<file path="src/core/pwm_pkg.sv">
package pwm_pkg;

   // register byte offsets on the APB word map
   localparam logic [7:0] ADDR_PERIOD  = 8'h00;
   localparam logic [7:0] ADDR_DUTY_WR = 8'h04;
   localparam logic [7:0] ADDR_DUTY_AC = 8'h08;
   localparam logic [7:0] ADDR_CTRL    = 8'h0C;
   localparam logic [7:0] ADDR_TCTRL   = 8'h10;
   localparam logic [7:0] ADDR_TIMER   = 8'h14;
   localparam logic [7:0] ADDR_STATUS  = 8'h18;

   // control register fields
   localparam int CTRL_MODE_LSB = 0;
   localparam int CTRL_MODE_W   = 4;
   localparam int CTRL_DLSB_LSB = 4;
   localparam int CTRL_W        = 6;
   localparam logic [3:0] MODE_PWM_MSB_MASK = 4'hC;

   // timer control register fields
   localparam int TCTRL_PRE_LSB  = 0;
   localparam int TCTRL_ON_BIT   = 2;
   localparam int TCTRL_POST_LSB = 3;
   localparam int TCTRL_W        = 7;

   // prescale selections
   localparam logic [1:0] PRE_DIV1  = 2'h0;
   localparam logic [1:0] PRE_DIV4  = 2'h1;

   // divider end counts: a timer tick every 4, 16 or 64 clocks
   localparam logic [5:0] SPAN_DIV1  = 6'h03;
   localparam logic [5:0] SPAN_DIV4  = 6'h0F;
   localparam logic [5:0] SPAN_DIV16 = 6'h3F;

   // reset values
   localparam logic [7:0] PERIOD_RST = 8'hFF;
   localparam logic [7:0] DUTY_RST   = 8'h00;
   localparam logic [5:0] CTRL_RST   = 6'h00;
   localparam logic [6:0] TCTRL_RST  = 7'h00;

   // last sub-count phase within a timer tick with no prescale
   localparam logic [1:0] PHASE_LAST = 2'h3;

   // status bits
   localparam int STAT_PIN_BIT  = 0;
   localparam int STAT_POST_BIT = 1;

endpackage

</file>
<file path="src/core/pwm_core.sv">
// Implementation choices: the APB slave port and the register addresses.
`timescale 1ns/1ps
module pwm_core #(
   parameter int POST_W = 4
) (
   // clock and reset
   input  wire logic        pclk,
   input  wire logic        presetn,
   // apb slave
   input  wire logic        psel,
   input  wire logic        penable,
   input  wire logic        pwrite,
   input  wire logic [7:0]  paddr,
   input  wire logic [31:0] pwdata,
   output logic      [31:0] prdata,
   output logic             pready,
   output logic             pslverr,
   // pwm pin, driven toward the external load
   output logic             pwm_out,
   output logic             pwm_out_oe,
   // postscaled period pulse for a slower update rate
   output logic             post_pulse
);

   // software registers
   logic [7:0]           period_q;
   logic [7:0]           duty_wr_q;
   logic [5:0]           ctrl_q;
   logic [6:0]           tctrl_q;
   // timer, active duty and pin state
   logic [7:0]           timer_q;
   logic [7:0]           duty_ac_q;
   logic [1:0]           duty_lsb_q;
   logic                 pin_q;
   logic                 oe_q;
   logic [POST_W-1:0]    post_cnt_q;
   logic                 post_q;
   logic                 post_flag_q;
   // apb answer registers
   logic [31:0]          prdata_q;
   logic                 pready_q;
   logic                 pslverr_q;

   logic                 pwm_mode;
   logic                 timer_run;
   logic                 tick;
   logic [1:0]           sub_count;
   logic                 match;
   logic                 restart;
   logic [9:0]           duty_next;
   logic                 duty_hit;
   logic                 wr_acc;
   logic                 rd_acc;
   logic                 addr_ok;
   logic [31:0]          rd_mux;

   // mode and enable decode
   always_comb begin
      pwm_mode  = (ctrl_q[pwm_pkg::CTRL_MODE_LSB +: pwm_pkg::CTRL_MODE_W]
                   & pwm_pkg::MODE_PWM_MSB_MASK)
                  == pwm_pkg::MODE_PWM_MSB_MASK;
      timer_run = tctrl_q[pwm_pkg::TCTRL_ON_BIT];
   end

   pwm_prescaler u_pre (
      .pclk      (pclk),
      .presetn   (presetn),
      .run       (timer_run),
      .pre_sel   (tctrl_q[pwm_pkg::TCTRL_PRE_LSB +: 2]),
      .tick      (tick),
      .sub_count (sub_count)
   );

   // period match and restart strobe
   always_comb begin
      match     = (timer_q == period_q);
      restart   = tick && match;
      duty_next = {duty_wr_q,
                   ctrl_q[pwm_pkg::CTRL_DLSB_LSB +: 2]};
      // compare active duty with timer and sub-count
      // a duty beyond the period never hits, so the pin stays high
      duty_hit  = ({duty_ac_q, duty_lsb_q} == {timer_q, sub_count});
   end

   // base timer: counts on prescaled ticks, clears one tick after a match
   always_ff @(posedge pclk or negedge presetn) begin
      if (!presetn) begin
         timer_q <= 8'h00;
      end else if (wr_acc && paddr == pwm_pkg::ADDR_TIMER) begin
         timer_q <= pwdata[7:0];
      end else if (tick) begin
         timer_q <= match ? 8'h00 : timer_q + 8'h01;
      end
   end

   // active duty latch, loaded at period restart in pwm mode, or by a write to ADDR_DUTY_AC outside pwm mode
   always_ff @(posedge pclk or negedge presetn) begin
      if (!presetn) begin
         duty_ac_q  <= pwm_pkg::DUTY_RST;
         duty_lsb_q <= 2'h0;
      end else if (restart && pwm_mode) begin
         // hidden 2-bit latch takes the low bits
         duty_ac_q  <= duty_next[9:2];
         duty_lsb_q <= duty_next[1:0];
      end else if (wr_acc && paddr == pwm_pkg::ADDR_DUTY_AC && !pwm_mode) begin
         duty_ac_q <= pwdata[7:0];
      end
   end

   // output latch: set at restart, cleared on duty hit
   always_ff @(posedge pclk or negedge presetn) begin
      if (!presetn) begin
         pin_q <= 1'b0;
      end else if (ctrl_q == pwm_pkg::CTRL_RST) begin
         // cleared control forces the latch low
         pin_q <= 1'b0;
      end else if (!pwm_mode || !timer_run) begin
         pin_q <= pin_q;
      end else if (restart) begin
         // set unless the new duty is zero
         pin_q <= (duty_next != 10'h000);
      end else if (duty_hit) begin
         pin_q <= 1'b0;
      end
   end

   // the pin is driven only while pwm mode is chosen
   always_ff @(posedge pclk or negedge presetn) begin
      if (!presetn) begin
         oe_q <= 1'b0;
      end else begin
         oe_q <= pwm_mode;
      end
   end

   // postscaler counts restarts for a separate update rate
   always_ff @(posedge pclk or negedge presetn) begin
      if (!presetn) begin
         post_cnt_q <= '0;
         post_q     <= 1'b0;
      end else begin
         post_q <= 1'b0;
         // postscaler sits beside the period path, never in it
         if (tick && match) begin
            if (post_cnt_q >= tctrl_q[pwm_pkg::TCTRL_POST_LSB +: POST_W]) begin
               post_cnt_q <= '0;
               post_q     <= 1'b1;
            end else begin
               post_cnt_q <= post_cnt_q + 1'b1;
            end
         end
      end
   end

   // sticky postscale flag; a new pulse wins over a software clear
   always_ff @(posedge pclk or negedge presetn) begin
      if (!presetn) begin
         post_flag_q <= 1'b0;
      end else if (post_q) begin
         post_flag_q <= 1'b1;
      end else if (wr_acc && paddr == pwm_pkg::ADDR_STATUS
                   && pwdata[pwm_pkg::STAT_POST_BIT]) begin
         post_flag_q <= 1'b0;
      end
   end

   // apb decode: accept in the first access cycle, answer with ready in the second
   always_comb begin
      wr_acc  = psel && penable && pwrite && !pready_q;
      rd_acc  = psel && penable && !pwrite && !pready_q;
      addr_ok = 1'b1;
      rd_mux  = 32'h0000_0000;
      unique case (paddr)
         pwm_pkg::ADDR_PERIOD:  rd_mux[7:0] = period_q;
         pwm_pkg::ADDR_DUTY_WR: rd_mux[7:0] = duty_wr_q;
         pwm_pkg::ADDR_DUTY_AC: rd_mux[7:0] = duty_ac_q;
         pwm_pkg::ADDR_CTRL:    rd_mux[5:0] = ctrl_q;
         pwm_pkg::ADDR_TCTRL:   rd_mux[6:0] = tctrl_q;
         pwm_pkg::ADDR_TIMER:   rd_mux[7:0] = timer_q;
         pwm_pkg::ADDR_STATUS: begin
            rd_mux[pwm_pkg::STAT_PIN_BIT]  = pin_q;
            rd_mux[pwm_pkg::STAT_POST_BIT] = post_flag_q;
         end
         default:               addr_ok = 1'b0;
      endcase
   end

   // software-written registers
   always_ff @(posedge pclk or negedge presetn) begin
      if (!presetn) begin
         period_q  <= pwm_pkg::PERIOD_RST;
         duty_wr_q <= pwm_pkg::DUTY_RST;
         ctrl_q    <= pwm_pkg::CTRL_RST;
         tctrl_q   <= pwm_pkg::TCTRL_RST;
      end else if (wr_acc) begin
         // writes land any time; a new duty reaches the output at the next restart
         unique case (paddr)
            pwm_pkg::ADDR_PERIOD:  period_q  <= pwdata[7:0];
            pwm_pkg::ADDR_DUTY_WR: duty_wr_q <= pwdata[7:0];
            pwm_pkg::ADDR_CTRL:    ctrl_q    <= pwdata[pwm_pkg::CTRL_W-1:0];
            pwm_pkg::ADDR_TCTRL:   tctrl_q   <= pwdata[pwm_pkg::TCTRL_W-1:0];
            default:               ;
         endcase
      end
   end

   // apb answer: one-cycle ready, error on unmapped address
   always_ff @(posedge pclk or negedge presetn) begin
      if (!presetn) begin
         pready_q  <= 1'b0;
         pslverr_q <= 1'b0;
         prdata_q  <= 32'h0000_0000;
      end else begin
         pready_q  <= wr_acc || rd_acc;
         pslverr_q <= (wr_acc || rd_acc) && !addr_ok;
         prdata_q  <= rd_acc ? rd_mux : 32'h0000_0000;
      end
   end

   // resolution follows from timer plus sub-count width
   always_comb begin
      prdata     = prdata_q;
      pready     = pready_q;
      pslverr    = pslverr_q;
      pwm_out    = pin_q;
      pwm_out_oe = oe_q;
      post_pulse = post_q;
   end

endmodule

</file>
<file path="src/core/pwm_prescaler.sv">
`timescale 1ns/1ps
// divides the system clock into timer ticks and yields the 2-bit sub-count
module pwm_prescaler (
   // clock and reset
   input  wire logic       pclk,
   input  wire logic       presetn,
   // control
   input  wire logic       run,
   input  wire logic [1:0] pre_sel,
   // outputs
   output logic            tick,
   output logic [1:0]      sub_count
);

   logic [5:0] div_q;
   logic [5:0] div_d;
   logic [5:0] span;

   // span is ticks length minus one: 4, 16 or 64 phases of the clock
   always_comb begin
      unique case (pre_sel)
         pwm_pkg::PRE_DIV1: span = pwm_pkg::SPAN_DIV1;
         pwm_pkg::PRE_DIV4: span = pwm_pkg::SPAN_DIV4;
         default:           span = pwm_pkg::SPAN_DIV16;
      endcase
      div_d = (div_q >= span) ? 6'h00 : div_q + 6'h01;
   end

   // free count while running; held at zero when stopped
   always_ff @(posedge pclk or negedge presetn) begin
      if (!presetn) begin
         div_q <= 6'h00;
      end else if (!run) begin
         div_q <= 6'h00;
      end else begin
         div_q <= div_d;
      end
   end

   // sub-count is the top two bits of the active divider span
   always_comb begin
      unique case (pre_sel)
         pwm_pkg::PRE_DIV1: sub_count = div_q[1:0];
         pwm_pkg::PRE_DIV4: sub_count = div_q[3:2];
         default:           sub_count = div_q[5:4];
      endcase
      tick = run && (div_q >= span);
   end

endmodule

</file>
<file path="config.mk">
export PLATFORM = sky130hd
export DESIGN_NAME = pwm_core
export DESIGN_NICKNAME = d
export VERILOG_FILES = /design/src/core/pwm_pkg.sv /design/src/core/pwm_core.sv /design/src/core/pwm_prescaler.sv
export SDC_FILE = /design/constraint.sdc
export NUM_CORES = 1
export LEC_CHECK = 0
export ABC_AREA = 0
export BUFFER_PORTS_ARGS = -buffer_cell sky130_fd_sc_hd__buf_2
export CAP_MARGIN = 20
export CORE_ASPECT_RATIO = 1.4
export CORE_MARGIN = 5
export CORE_UTILIZATION = 42
export CTS_CLUSTER_DIAMETER = 150
export DETAILED_ROUTE_END_ITERATION = 8
export GPL_ROUTABILITY_DRIVEN = 0
export GPL_TIMING_DRIVEN = 0
export PLACE_DENSITY = 0.74
export SETUP_SLACK_MARGIN = 0.3
export SLEW_MARGIN = 20
export SYNTH_ARGS = -nofsm -noshare
export SYNTH_HDL_FRONTEND = slang
export SYNTH_SLANG_ARGS = --single-unit
</file>
<file path="constraint.sdc">
create_clock -name pclk -period 2.9 [get_ports pclk]
set_input_delay 0.29 -clock pclk [delete_from_list [all_inputs] [get_ports pclk]]
set_output_delay 0.29 -clock pclk [all_outputs]
set_load 0.02 [all_outputs]
</file>
==> impl_metrics.py, run 1 <==
metrics = {
    "timing": {
        "grt_setup_unrepaired": "no",
        "min_period_ns": 2.40,
        "worst_pin_slew_ns": 0.635,
        "slew_headroom_pct": 57.2,
        "final-max-slew-violation-count": 0,
        "finalHoldViolCount": 0,
        "setup_violations": 0,
        "fin_crit_sh_pct": 82.8,
        "finalClockSkew_ns": 0.00562,
        "max_freq_mhz": 416,
        "tns_ns": 0,
        "final.setup.worst_slack_ns": 0.499,
    },
    "setup_path": {
        "end_kind": "flop",
        "worstPathRequired_ns": 3.12,
        "cp-start-kind": "flop",
        "cpMaxStageDelayCell": "nor4_2",
        "cp_max_fo": 10,
        "critical_path.max_stage_delay_ns": 0.52,
        "criticalPathCategory": "reg2reg",
        "crit_chain": "clkbuf_1, xor2_1, nor4_2, nand4_1, nor2_4, mux2_2",
        "worstPathArrival_ns": 2.62,
    },
    "clock_tree": {
        "clock-root-buffer": "clkbuf_16",
        "cts.repair.resized": 0,
        "clock-sinks": 71,
        "cts_htree_levels": 3,
        "insertion_delay_ns": 0.34,
        "cts_buffers": 9,
        "cts_buffer_depth": 2,
        "cts_tree": "built",
        "clkTransAtPathRegs_ns": 0.06,
    },
    "logic_synthesis": {
        "synth_seq_cells": 71,
        "yosysTopAreaCellShare_pct": 38.0,
        "synth_edf_count": 0,
        "syn-instance-count": 408,
        "synth_cell_types": 54,
        "synth_area_leaders": "dfrtp_1 (38%), mux2_2 (7.1%), dfstp_2 (5.1%)",
        "async_reset_ff_share_pct": 100,
        "avgSynthCellArea_um2": 10.2,
        "synth_area_mm2": 0.00415,
        "synthFlopType": "dfrtp_1",
        "yosysWarnings": 0,
        "synth_top_area_cell": "dfrtp_1",
        "ys_seq_area_share_pct": 43.1,
        "netlist_top_cells_count": "dfrtp_1 (63), nand2_1 (40), buf_4 (27), mux2_2 (26)",
        "yosysMostFrequentCell": "dfrtp_1",
    },
    "routing": {
        "antenna_left": 0,
        "wl_met1_um": 4080,
        "drt_pass1_iterations": 8,
        "wirelength_um": 10600,
        "wl_met3_um": 632,
        "vias_per_cell": 5.50,
        "wl_met2_um": 5480,
        "top_layer": "met4",
        "initialDrtViolationCount": 214,
        "num_vias": 3396,
        "drc": 0,
        "wl_per_cell_um": 17.1,
    },
    "pwr": {
        "p_per_area_mw_per_mm2": 448,
        "total_power_uw": 2180,
        "p_sw_uw": 539,
        "clkPwrFrac_pct": 45.3,
        "power.share.switching_pct": 24.7,
        "pwr-share-seq_pct": 46.5,
        "ir_worst_vdd_mv": 0.328,
        "p_leak_uw": 0.00228,
        "p_int_uw": 1640,
        "combPwrFrac_pct": 8.2,
    },
    "placed_design": {
        "dp_hpwl_um": 7880,
        "dpl_worst_slack_ns": 0.262,
        "io_buffers": 33,
    },
    "global_routing": {
        "track_usage_pct": 18.6,
        "antenna_found_initial": 0,
        "grt_pass1_vias": 3388,
        "grt_pass1_wl_um": 17200,
        "grt.overflow.total": 0,
        "grt_max_degree": 49,
    },
    "final_layout": {
        "num_antenna_cells": 0,
        "area_growth_syn_to_layout_pct": 17.5,
        "multiInputGateArea_mm2": 0.00213,
        "drive_above_1_share_pct": 28.6,
        "fillerInstances": 910,
        "nNetsFinal": 532,
        "seq_area_mm2": 0.00179,
    },
    "job": {
        "cap_violations": 0,
    },
    "floorplan": {
        "core-area_mm2": 0.00979,
        "dieHeight_um": 128,
        "rows": 43,
        "die_x_um": 94.0,
        "die_area_mm2": 0.0120,
        "initial_core_util_pct": 42.3,
        "io_pins": 82,
    },
    "status": {
        "status": "complete, no violations",
    },
    "worst_hold_path": {
        "hold_class": "in2reg",
    },
}
-- metal layers --
metal,global-route usage [%],vias to the layer above
met5,0,-
met4,9.86,0
met3,4.24,29
met2,31.7,157
met1,21.6,1636
li1,-,1574
-- sequential cells by signal (all words and copies together), names as in the netlist --
| name | count |
|---|---|
| ctrl_q | 6 |
| duty_ac_q | 8 |
| duty_lsb_q | 2 |
| duty_wr_q | 8 |
| period_q | 8 |
| post_cnt_q | 4 |
| post_flag_q | 1 |
| post_pulse | 1 |
| prdata | 8 |
| pready | 1 |
| pslverr | 1 |
| pwm_out | 1 |
| pwm_out_oe | 1 |
| tctrl_q | 7 |
| timer_q | 8 |
| u_pre.div_q | 6 |
-- kinds of logic after synthesis --
logic type / after synthesis / share of synthesized area [%]
DFF: 71 / 43.1
AOI/OAI and AO/OA: 81 / 13.6
other: 1 / 0.0905
adders and majority gates: 9 / 2.72
and+or+nand+nor: 133 / 18.0
xor gates and xnor gates: 22 / 4.65
muxes: 38 / 10.2
buffers and inverters: 53 / 7.58
-- per-stage QoR --
step	cell area, um^2	util (%)	hold WS (ns)	cells
5_1_grt	4870	49.8	0.261	618
3_3_place_gp	4570	46.6	0.438	599
3_5_place_dp	4600	46.9	0.215	600
2_1_floorplan	4230	-	-0.00559	431
4_1_cts	4870	49.8	0.245	618
6_report	4870	49.8	0.247	618
-- worst max-delay path: cells and delay by family, from the launching register on --
| kind | cells | cell delay (ns) |
|---|---|---|
| flops | 1 | 0.35 |
| xor+xnor | 1 | 0.22 |
| mux | 1 | 0.38 |
| buf+inv | 1 | 0.20 |
| simple gates | 3 | 1.13 |
-- final cells by class --
type | instances | area share (%)
multi-input combinational | 307 | 43.7
sequential | 71 | 36.7
buffer | 42 | 5.60
clock buffer | 12 | 4.85
timing repair buffer | 36 | 4.37
tap | 135 | 3.47
inverter | 11 | 0.847
clock inverter | 4 | 0.462
-- power groups by stage --
stage / Clock, uW / Combinational (uW) / Sequential (uW)
2_1_floorplan: 0 / 107 / 1030
3_3_place_gp: 0 / 169 / 1030
3_5_place_dp: 0 / 178 / 1030
4_1_cts: 995 / 179 / 1010
5_1_grt: 1050 / 196 / 1020
6_report: 988 / 180 / 1010
-- cells in the final DEF, fill, tap and decap left out, drive strengths merged, types with 11 or more instances in the layout --
cell type and n:
conb 24, a21oi 17, buf 69, mux2 34, dfrtp 63, nor2 22
nand3 20, nor4 11, o21ai 20, a32oi 11, xor2 12, inv 11
nand2 40, clkbuf 20
-- worst paths after layout --
path / startpoint / to / slack, ns / cells after the start
max in group asynchronous: presetn / period_q[0] / 1.91 / 3
setup / recovery: timer_q[5] / duty_lsb_q[1] / 0.50 / 6
hold reg to reg: post_pulse / post_flag_q / 0.47 / 1
hold / removal: pwdata[7] / timer_q[7] / 0.25 / 3
min in group asynchronous: presetn / timer_q[3] / 0.39 / 2
setup reg to reg: timer_q[5] / duty_lsb_q[1] / 0.50 / 6
-- timing repair --
item | CTS | global route
buffers inserted | 1 | 0
hold endpoints to repair | 19 | 0
hold buffers | 1 | 0
setup endpoints to repair | 2 | 0
(Power assumes the default switching activity.)
==> run 2: changes to the inputs <==
- PLACE_DENSITY: 0.74 -> 0.76
- clock period: 2.9 -> 2.17 ns (I/O delays scaled with it)
==> impl_metrics.py, run 2 (synthesis results as in run 1) <==
metrics = {
    "status": {
        "status": "complete, no violations",
    },
    "setup_path": {
        "cp_max_fo": 4,
        "cpMaxStageDelayCell": "dfrtp_1",
        "end_kind": "flop",
        "criticalPathCategory": "reg2reg",
        "cp.depth": 8,
        "reg2reg_from": "timer_q[5]",
        "critical_path.top_delay_family": "simple AND/OR/NAND/NOR gates",
        "reg2reg_to": "duty_ac_q[7]",
        "crit_chain": "clkbuf_8, xor2_4, nor4_4, and4_1, buf_6, a21oi_4, buf_6, a221o_1",
        "critical_path.max_stage_delay_ns": 0.37,
        "r2r_setup_slack_ns": 0.11,
        "worstPathRequired_ns": 2.39,
        "cp_num_buf_inv": 3,
        "cp_common_cell": "buf_6",
        "r2r_cells": 8,
        "worstPathArrival_ns": 2.28,
        "cp-start-kind": "flop",
    },
    "timing": {
        "setup_violations": 0,
        "hold_ws_ns": 0.193,
        "max_freq_mhz": 486,
        "finalClockSkew_ns": 0.00586,
        "min_period_ns": 2.06,
        "final.setup.worst_slack_ns": 0.111,
        "finalHoldViolCount": 0,
        "slew_headroom_pct": 59.7,
        "final-max-slew-violation-count": 0,
        "worst_pin_slew_ns": 0.599,
        "fin_crit_sh_pct": 94.9,
        "grt_setup_unrepaired": "yes",
    },
    "worst_hold_path": {
        "hold_class": "in2reg",
        "holdPathEnd": "tctrl_q[5]",
        "min_from": "pwdata[5]",
        "worstHoldPathCells": 3,
    },
    "routing": {
        "drc": 0,
        "num_vias": 3708,
        "initialDrtViolationCount": 337,
        "wl_per_cell_um": 19.3,
        "drt_pass1_iterations": 5,
        "antenna_left": 0,
        "wirelength_um": 12500,
        "vias_per_cell": 5.72,
    },
    "job": {
        "cap_violations": 0,
    },
    "pwr": {
        "ir_worst_vdd_mv": 0.304,
        "p_leak_uw": 0.00252,
        "p_per_area_mw_per_mm2": 597,
    },
    "global_routing": {
        "track_usage_pct": 20.7,
        "grt.overflow.total": 0,
        "grt_pass1_vias": 3629,
        "antenna_found_initial": 0,
        "grt_max_degree": 43,
        "grt_pass1_wl_um": 18900,
    },
    "final_layout": {
        "multiInputGateArea_mm2": 0.00232,
        "area_growth_syn_to_layout_pct": 31.6,
        "drive_above_1_share_pct": 40.0,
        "fillerInstances": 796,
        "nNetsFinal": 562,
        "layout_common_cells": "dfrtp_1 (59), buf_4 (50), nand2_1 (38), buf_2 (33)",
        "num_antenna_cells": 0,
        "layout_commonest_cell": "dfrtp_1",
        "seq_area_mm2": 0.00179,
    },
    "floorplan": {
        "die_area_mm2": 0.0120,
        "rows": 43,
        "dieHeight_um": 128,
        "initial_core_util_pct": 42.3,
        "io_pins": 82,
        "core-area_mm2": 0.00979,
        "die_x_um": 94.0,
    },
    "clock_tree": {
        "clock-root-buffer": "clkbuf_16",
        "cts_buffers": 9,
        "clock-sinks": 71,
        "cts_tree": "built",
        "cts_htree_levels": 3,
        "clkTransAtPathRegs_ns": 0.06,
        "insertion_delay_ns": 0.34,
        "cts_buffer_depth": 2,
    },
    "placed_design": {
        "dpl_worst_slack_ns": -0.425,
        "io_buffers": 33,
        "dp_hpwl_um": 8190,
    },
}
run 2: worst max-delay path by stage:
| stage | start | to | slack (ns) |
|---|---|---|---|
| floorplan | timer_q[2] | duty_lsb_q[0] | 0.16 |
| global placement | timer_q[3] | duty_lsb_q[1] | -0.34 |
| detailed placement | timer_q[3] | duty_lsb_q[1] | -0.43 |
| CTS | tctrl_q[1] | duty_ac_q[1] | 0.20 |
| global route | tctrl_q[1] | duty_ac_q[7] | 0.06 |
| finish | timer_q[5] | duty_ac_q[7] | 0.11 |
run 2: per-stage QoR:
stage	cells	util (%)	total power [uW]	area [um^2]	setup TNS, ns
2_1_floorplan	431	-	1520	4300	0
3_3_place_gp	599	47.3	1610	4630	-2.10
3_5_place_dp	600	47.5	1610	4650	-3.00
4_1_cts	640	54.3	3250	5320	0
5_1_grt	648	55.7	3340	5460	0
6_report	648	55.7	3260	5460	0
run 2: final cells by class:
| type | instances | area share (%) |
|---|---|---|
| plain buffers | 42 | 6.26 |
| clock buffers | 11 | 4.63 |
| clock inverters | 5 | 1.47 |
| inverters | 11 | 0.803 |
| multi-input cells | 307 | 42.5 |
| flip-flops and latches | 71 | 32.8 |
| well taps | 135 | 3.10 |
| repair buffers | 66 | 8.37 |
run 2: per-layer routing:
layer | share of wire, % | vias to the layer above | routed length, um | track usage [%]
met2 | 51 | 246 | 6350 | 36.2
met4 | 7.7 | 0 | 968 | 14.9
met3 | 6.5 | 80 | 816 | 4.36
met5 | 0 | - | 0 | 0
met1 | 35 | 1754 | 4380 | 21.5
li1 | - | 1628 | - | -
run 2: repair_timing:
action | in CTS | in global routing
hold buffers | 1 | 0
endpoints found under the hold margin | 26 | 0
resized for setup | 34 | 27
buffers inserted | 22 | 8
endpoints found under the setup margin | 24 | 29
gates cloned | 1 | 0
pin swaps | 21 | 10
run 2: report_power, final:
group / switching [uW] / internal (uW) / leakage (uW)
clock: 568 / 1070 / 0.000158
combinational: 165 / 101 / 0.00144
sequential: 15.8 / 1340 / 0.000917
run 2: tightest hold or removal path, stage by stage:
cell	delay (ns)
buf_2	0.16
nand2_1	0.06
o21ai_0	0.06
==> run 3: changes to the inputs <==
- REMOVE_ABC_BUFFERS: unset -> 1
==> impl_metrics.py, run 3 (synthesis results as in run 1) <==
metrics = {
    "worst_hold_path": {
        "worstHoldPathCells": 2,
        "hold_class": "in2reg",
    },
    "timing": {
        "max_freq_mhz": 514,
        "grt_setup_unrepaired": "yes",
        "finalClockSkew_ns": 0.00591,
        "min_period_ns": 1.95,
        "setup_violations": 0,
        "slew_headroom_pct": 60.4,
        "fin_crit_sh_pct": 89.7,
        "worst_pin_slew_ns": 0.588,
        "final-max-slew-violation-count": 0,
        "finalHoldViolCount": 0,
    },
    "clock_tree": {
        "clkTransAtPathRegs_ns": 0.05,
        "insertion_delay_ns": 0.33,
        "cts_buffers": 9,
        "clock-sinks": 71,
        "cts_buffer_depth": 2,
        "clock-root-buffer": "clkbuf_16",
        "cts_tree": "built",
        "cts_htree_levels": 3,
    },
    "final_layout": {
        "layout_common_cells": "dfrtp_1 (55), nand2_1 (38), buf_2 (32), mux2_2 (24), conb_1 (24)",
        "layout.cells.non_filler": 598,
        "drive_above_1_share_pct": 33.3,
        "final_cell_area_mm2": 0.00499,
        "num_antenna_cells": 0,
        "layout_commonest_cell": "dfrtp_1",
        "area_growth_syn_to_layout_pct": 20.3,
        "nNetsFinal": 512,
    },
    "pwr": {
        "ir_worst_vdd_mv": 0.423,
        "p_leak_uw": 0.00224,
        "p_per_area_mw_per_mm2": 646,
    },
    "setup_path": {
        "worstPathArrival_ns": 2.16,
        "cp-start-kind": "flop",
        "end_kind": "flop",
        "criticalPathCategory": "reg2reg",
        "worstPathRequired_ns": 2.38,
        "cp_max_fo": 8,
        "r2r_cells": 8,
    },
    "status": {
        "status": "complete, no violations",
    },
    "global_routing": {
        "grt_max_degree": 55,
        "grt_pass1_vias": 3418,
        "grt_pass1_wl_um": 17100,
        "grt.overflow.total": 0,
        "track_usage_pct": 18.3,
        "antenna_found_initial": 0,
    },
    "floorplan": {
        "dieHeight_um": 128,
        "die_x_um": 94.0,
        "rows": 43,
        "initial_core_util_pct": 42.3,
        "die_area_mm2": 0.0120,
        "io_pins": 82,
        "core-area_mm2": 0.00979,
    },
    "routing": {
        "wirelength_um": 10700,
        "wl_per_cell_um": 18.0,
        "num_vias": 3387,
        "drt_pass1_iterations": 5,
        "drc": 0,
        "initialDrtViolationCount": 291,
        "vias_per_cell": 5.66,
        "antenna_left": 0,
    },
    "placed_design": {
        "dp.cells": 558,
        "dp_hpwl_um": 7590,
        "placed_area_mm2": 0.00432,
        "io_buffers": 33,
    },
    "job": {
        "cap_violations": 0,
    },
}
## run 3: changes by cell type in the layout (fill, tap and decap cells not counted), moves of 3 or more
cell	change
dfrtp_1	-4
mux2_1	+8
dfrtp_2	+4
mux2_4	-8
clkbuf_1	-3
o21ai_1	-8
clkbuf_4	-3
buf_4	-28
o21ai_0	+8
buf_6	-12
## run 3: worst paths after layout
check	slack (ns)	start	to
min in group asynchronous	0.30	presetn	pwm_out_oe
max reg2reg	0.22	tctrl_q[1]	duty_ac_q[4]
max	0.22	tctrl_q[1]	duty_ac_q[4]
max in group asynchronous	1.27	presetn	period_q[3]
min	0.18	pwdata[7]	duty_wr_q[7]
min reg2reg	0.50	post_flag_q	post_flag_q
## run 3: power breakdown
part | leakage (uW) | switching [uW] | internal [uW]
Combinational | 0.00116 | 149 | 63.7
Sequential | 0.000911 | 17.5 | 1340
Clock | 0.000169 | 516 | 1130
Total | 0.00224 | 683 | 2540
## run 3: worst max-delay path, cell delays in order, from the launching register on
cell and delay, ns:
dfrtp_2 0.44, inv_4 0.09, ha_4 0.20, o21a_1 0.19, o21a_1 0.21, nand4_1 0.17, nor2_4 0.08, buf_12 0.14
a221o_1 0.31
## run 3: area by class of cell
type | count | area (um^2)
sequential | 71 | 1800
clock buffer | 14 | 284
timing repair buffer | 58 | 394
inverter | 11 | 43.8
multi-input combinational | 307 | 2240
fill | 845 | 4810
tap | 135 | 169
clock inverter | 2 | 60.1
## run 3: metrics by stage
stage	setup TNS, ns	setup WS [ns]	power (uW)	utilization [%]	hold slack [ns]
after global placement	-5.34	-0.316	1560	43.8	0.463
after detailed placement	-6.38	-0.337	1580	44.1	0.109
after floorplan	0	0.164	1470	-	-0.0786
after global routing	0	0.164	3330	50.9	0.196
final	0	0.223	3220	50.9	0.180
after CTS	0	0.188	3230	49.9	0.175
## run 3: timing repair
action	4_1_cts	5_1_grt
resized for setup	25	12
setup endpoints to repair	41	23
endpoints found under the hold margin	17	0
hold buffers	1	0
buffers inserted	14	9
pin swaps	17	6
## run 3: layer usage
| layer | GRT usage, % | routed length [um] | up-vias |
|---|---|---|---|
| met1 | 19.7 | 3820 | 1625 |
| met3 | 3.71 | 763 | 48 |
| li1 | - | - | 1527 |
| met4 | 12.9 | 698 | 0 |
| met2 | 31.7 | 5460 | 187 |
| met5 | 0 | 0 | - |
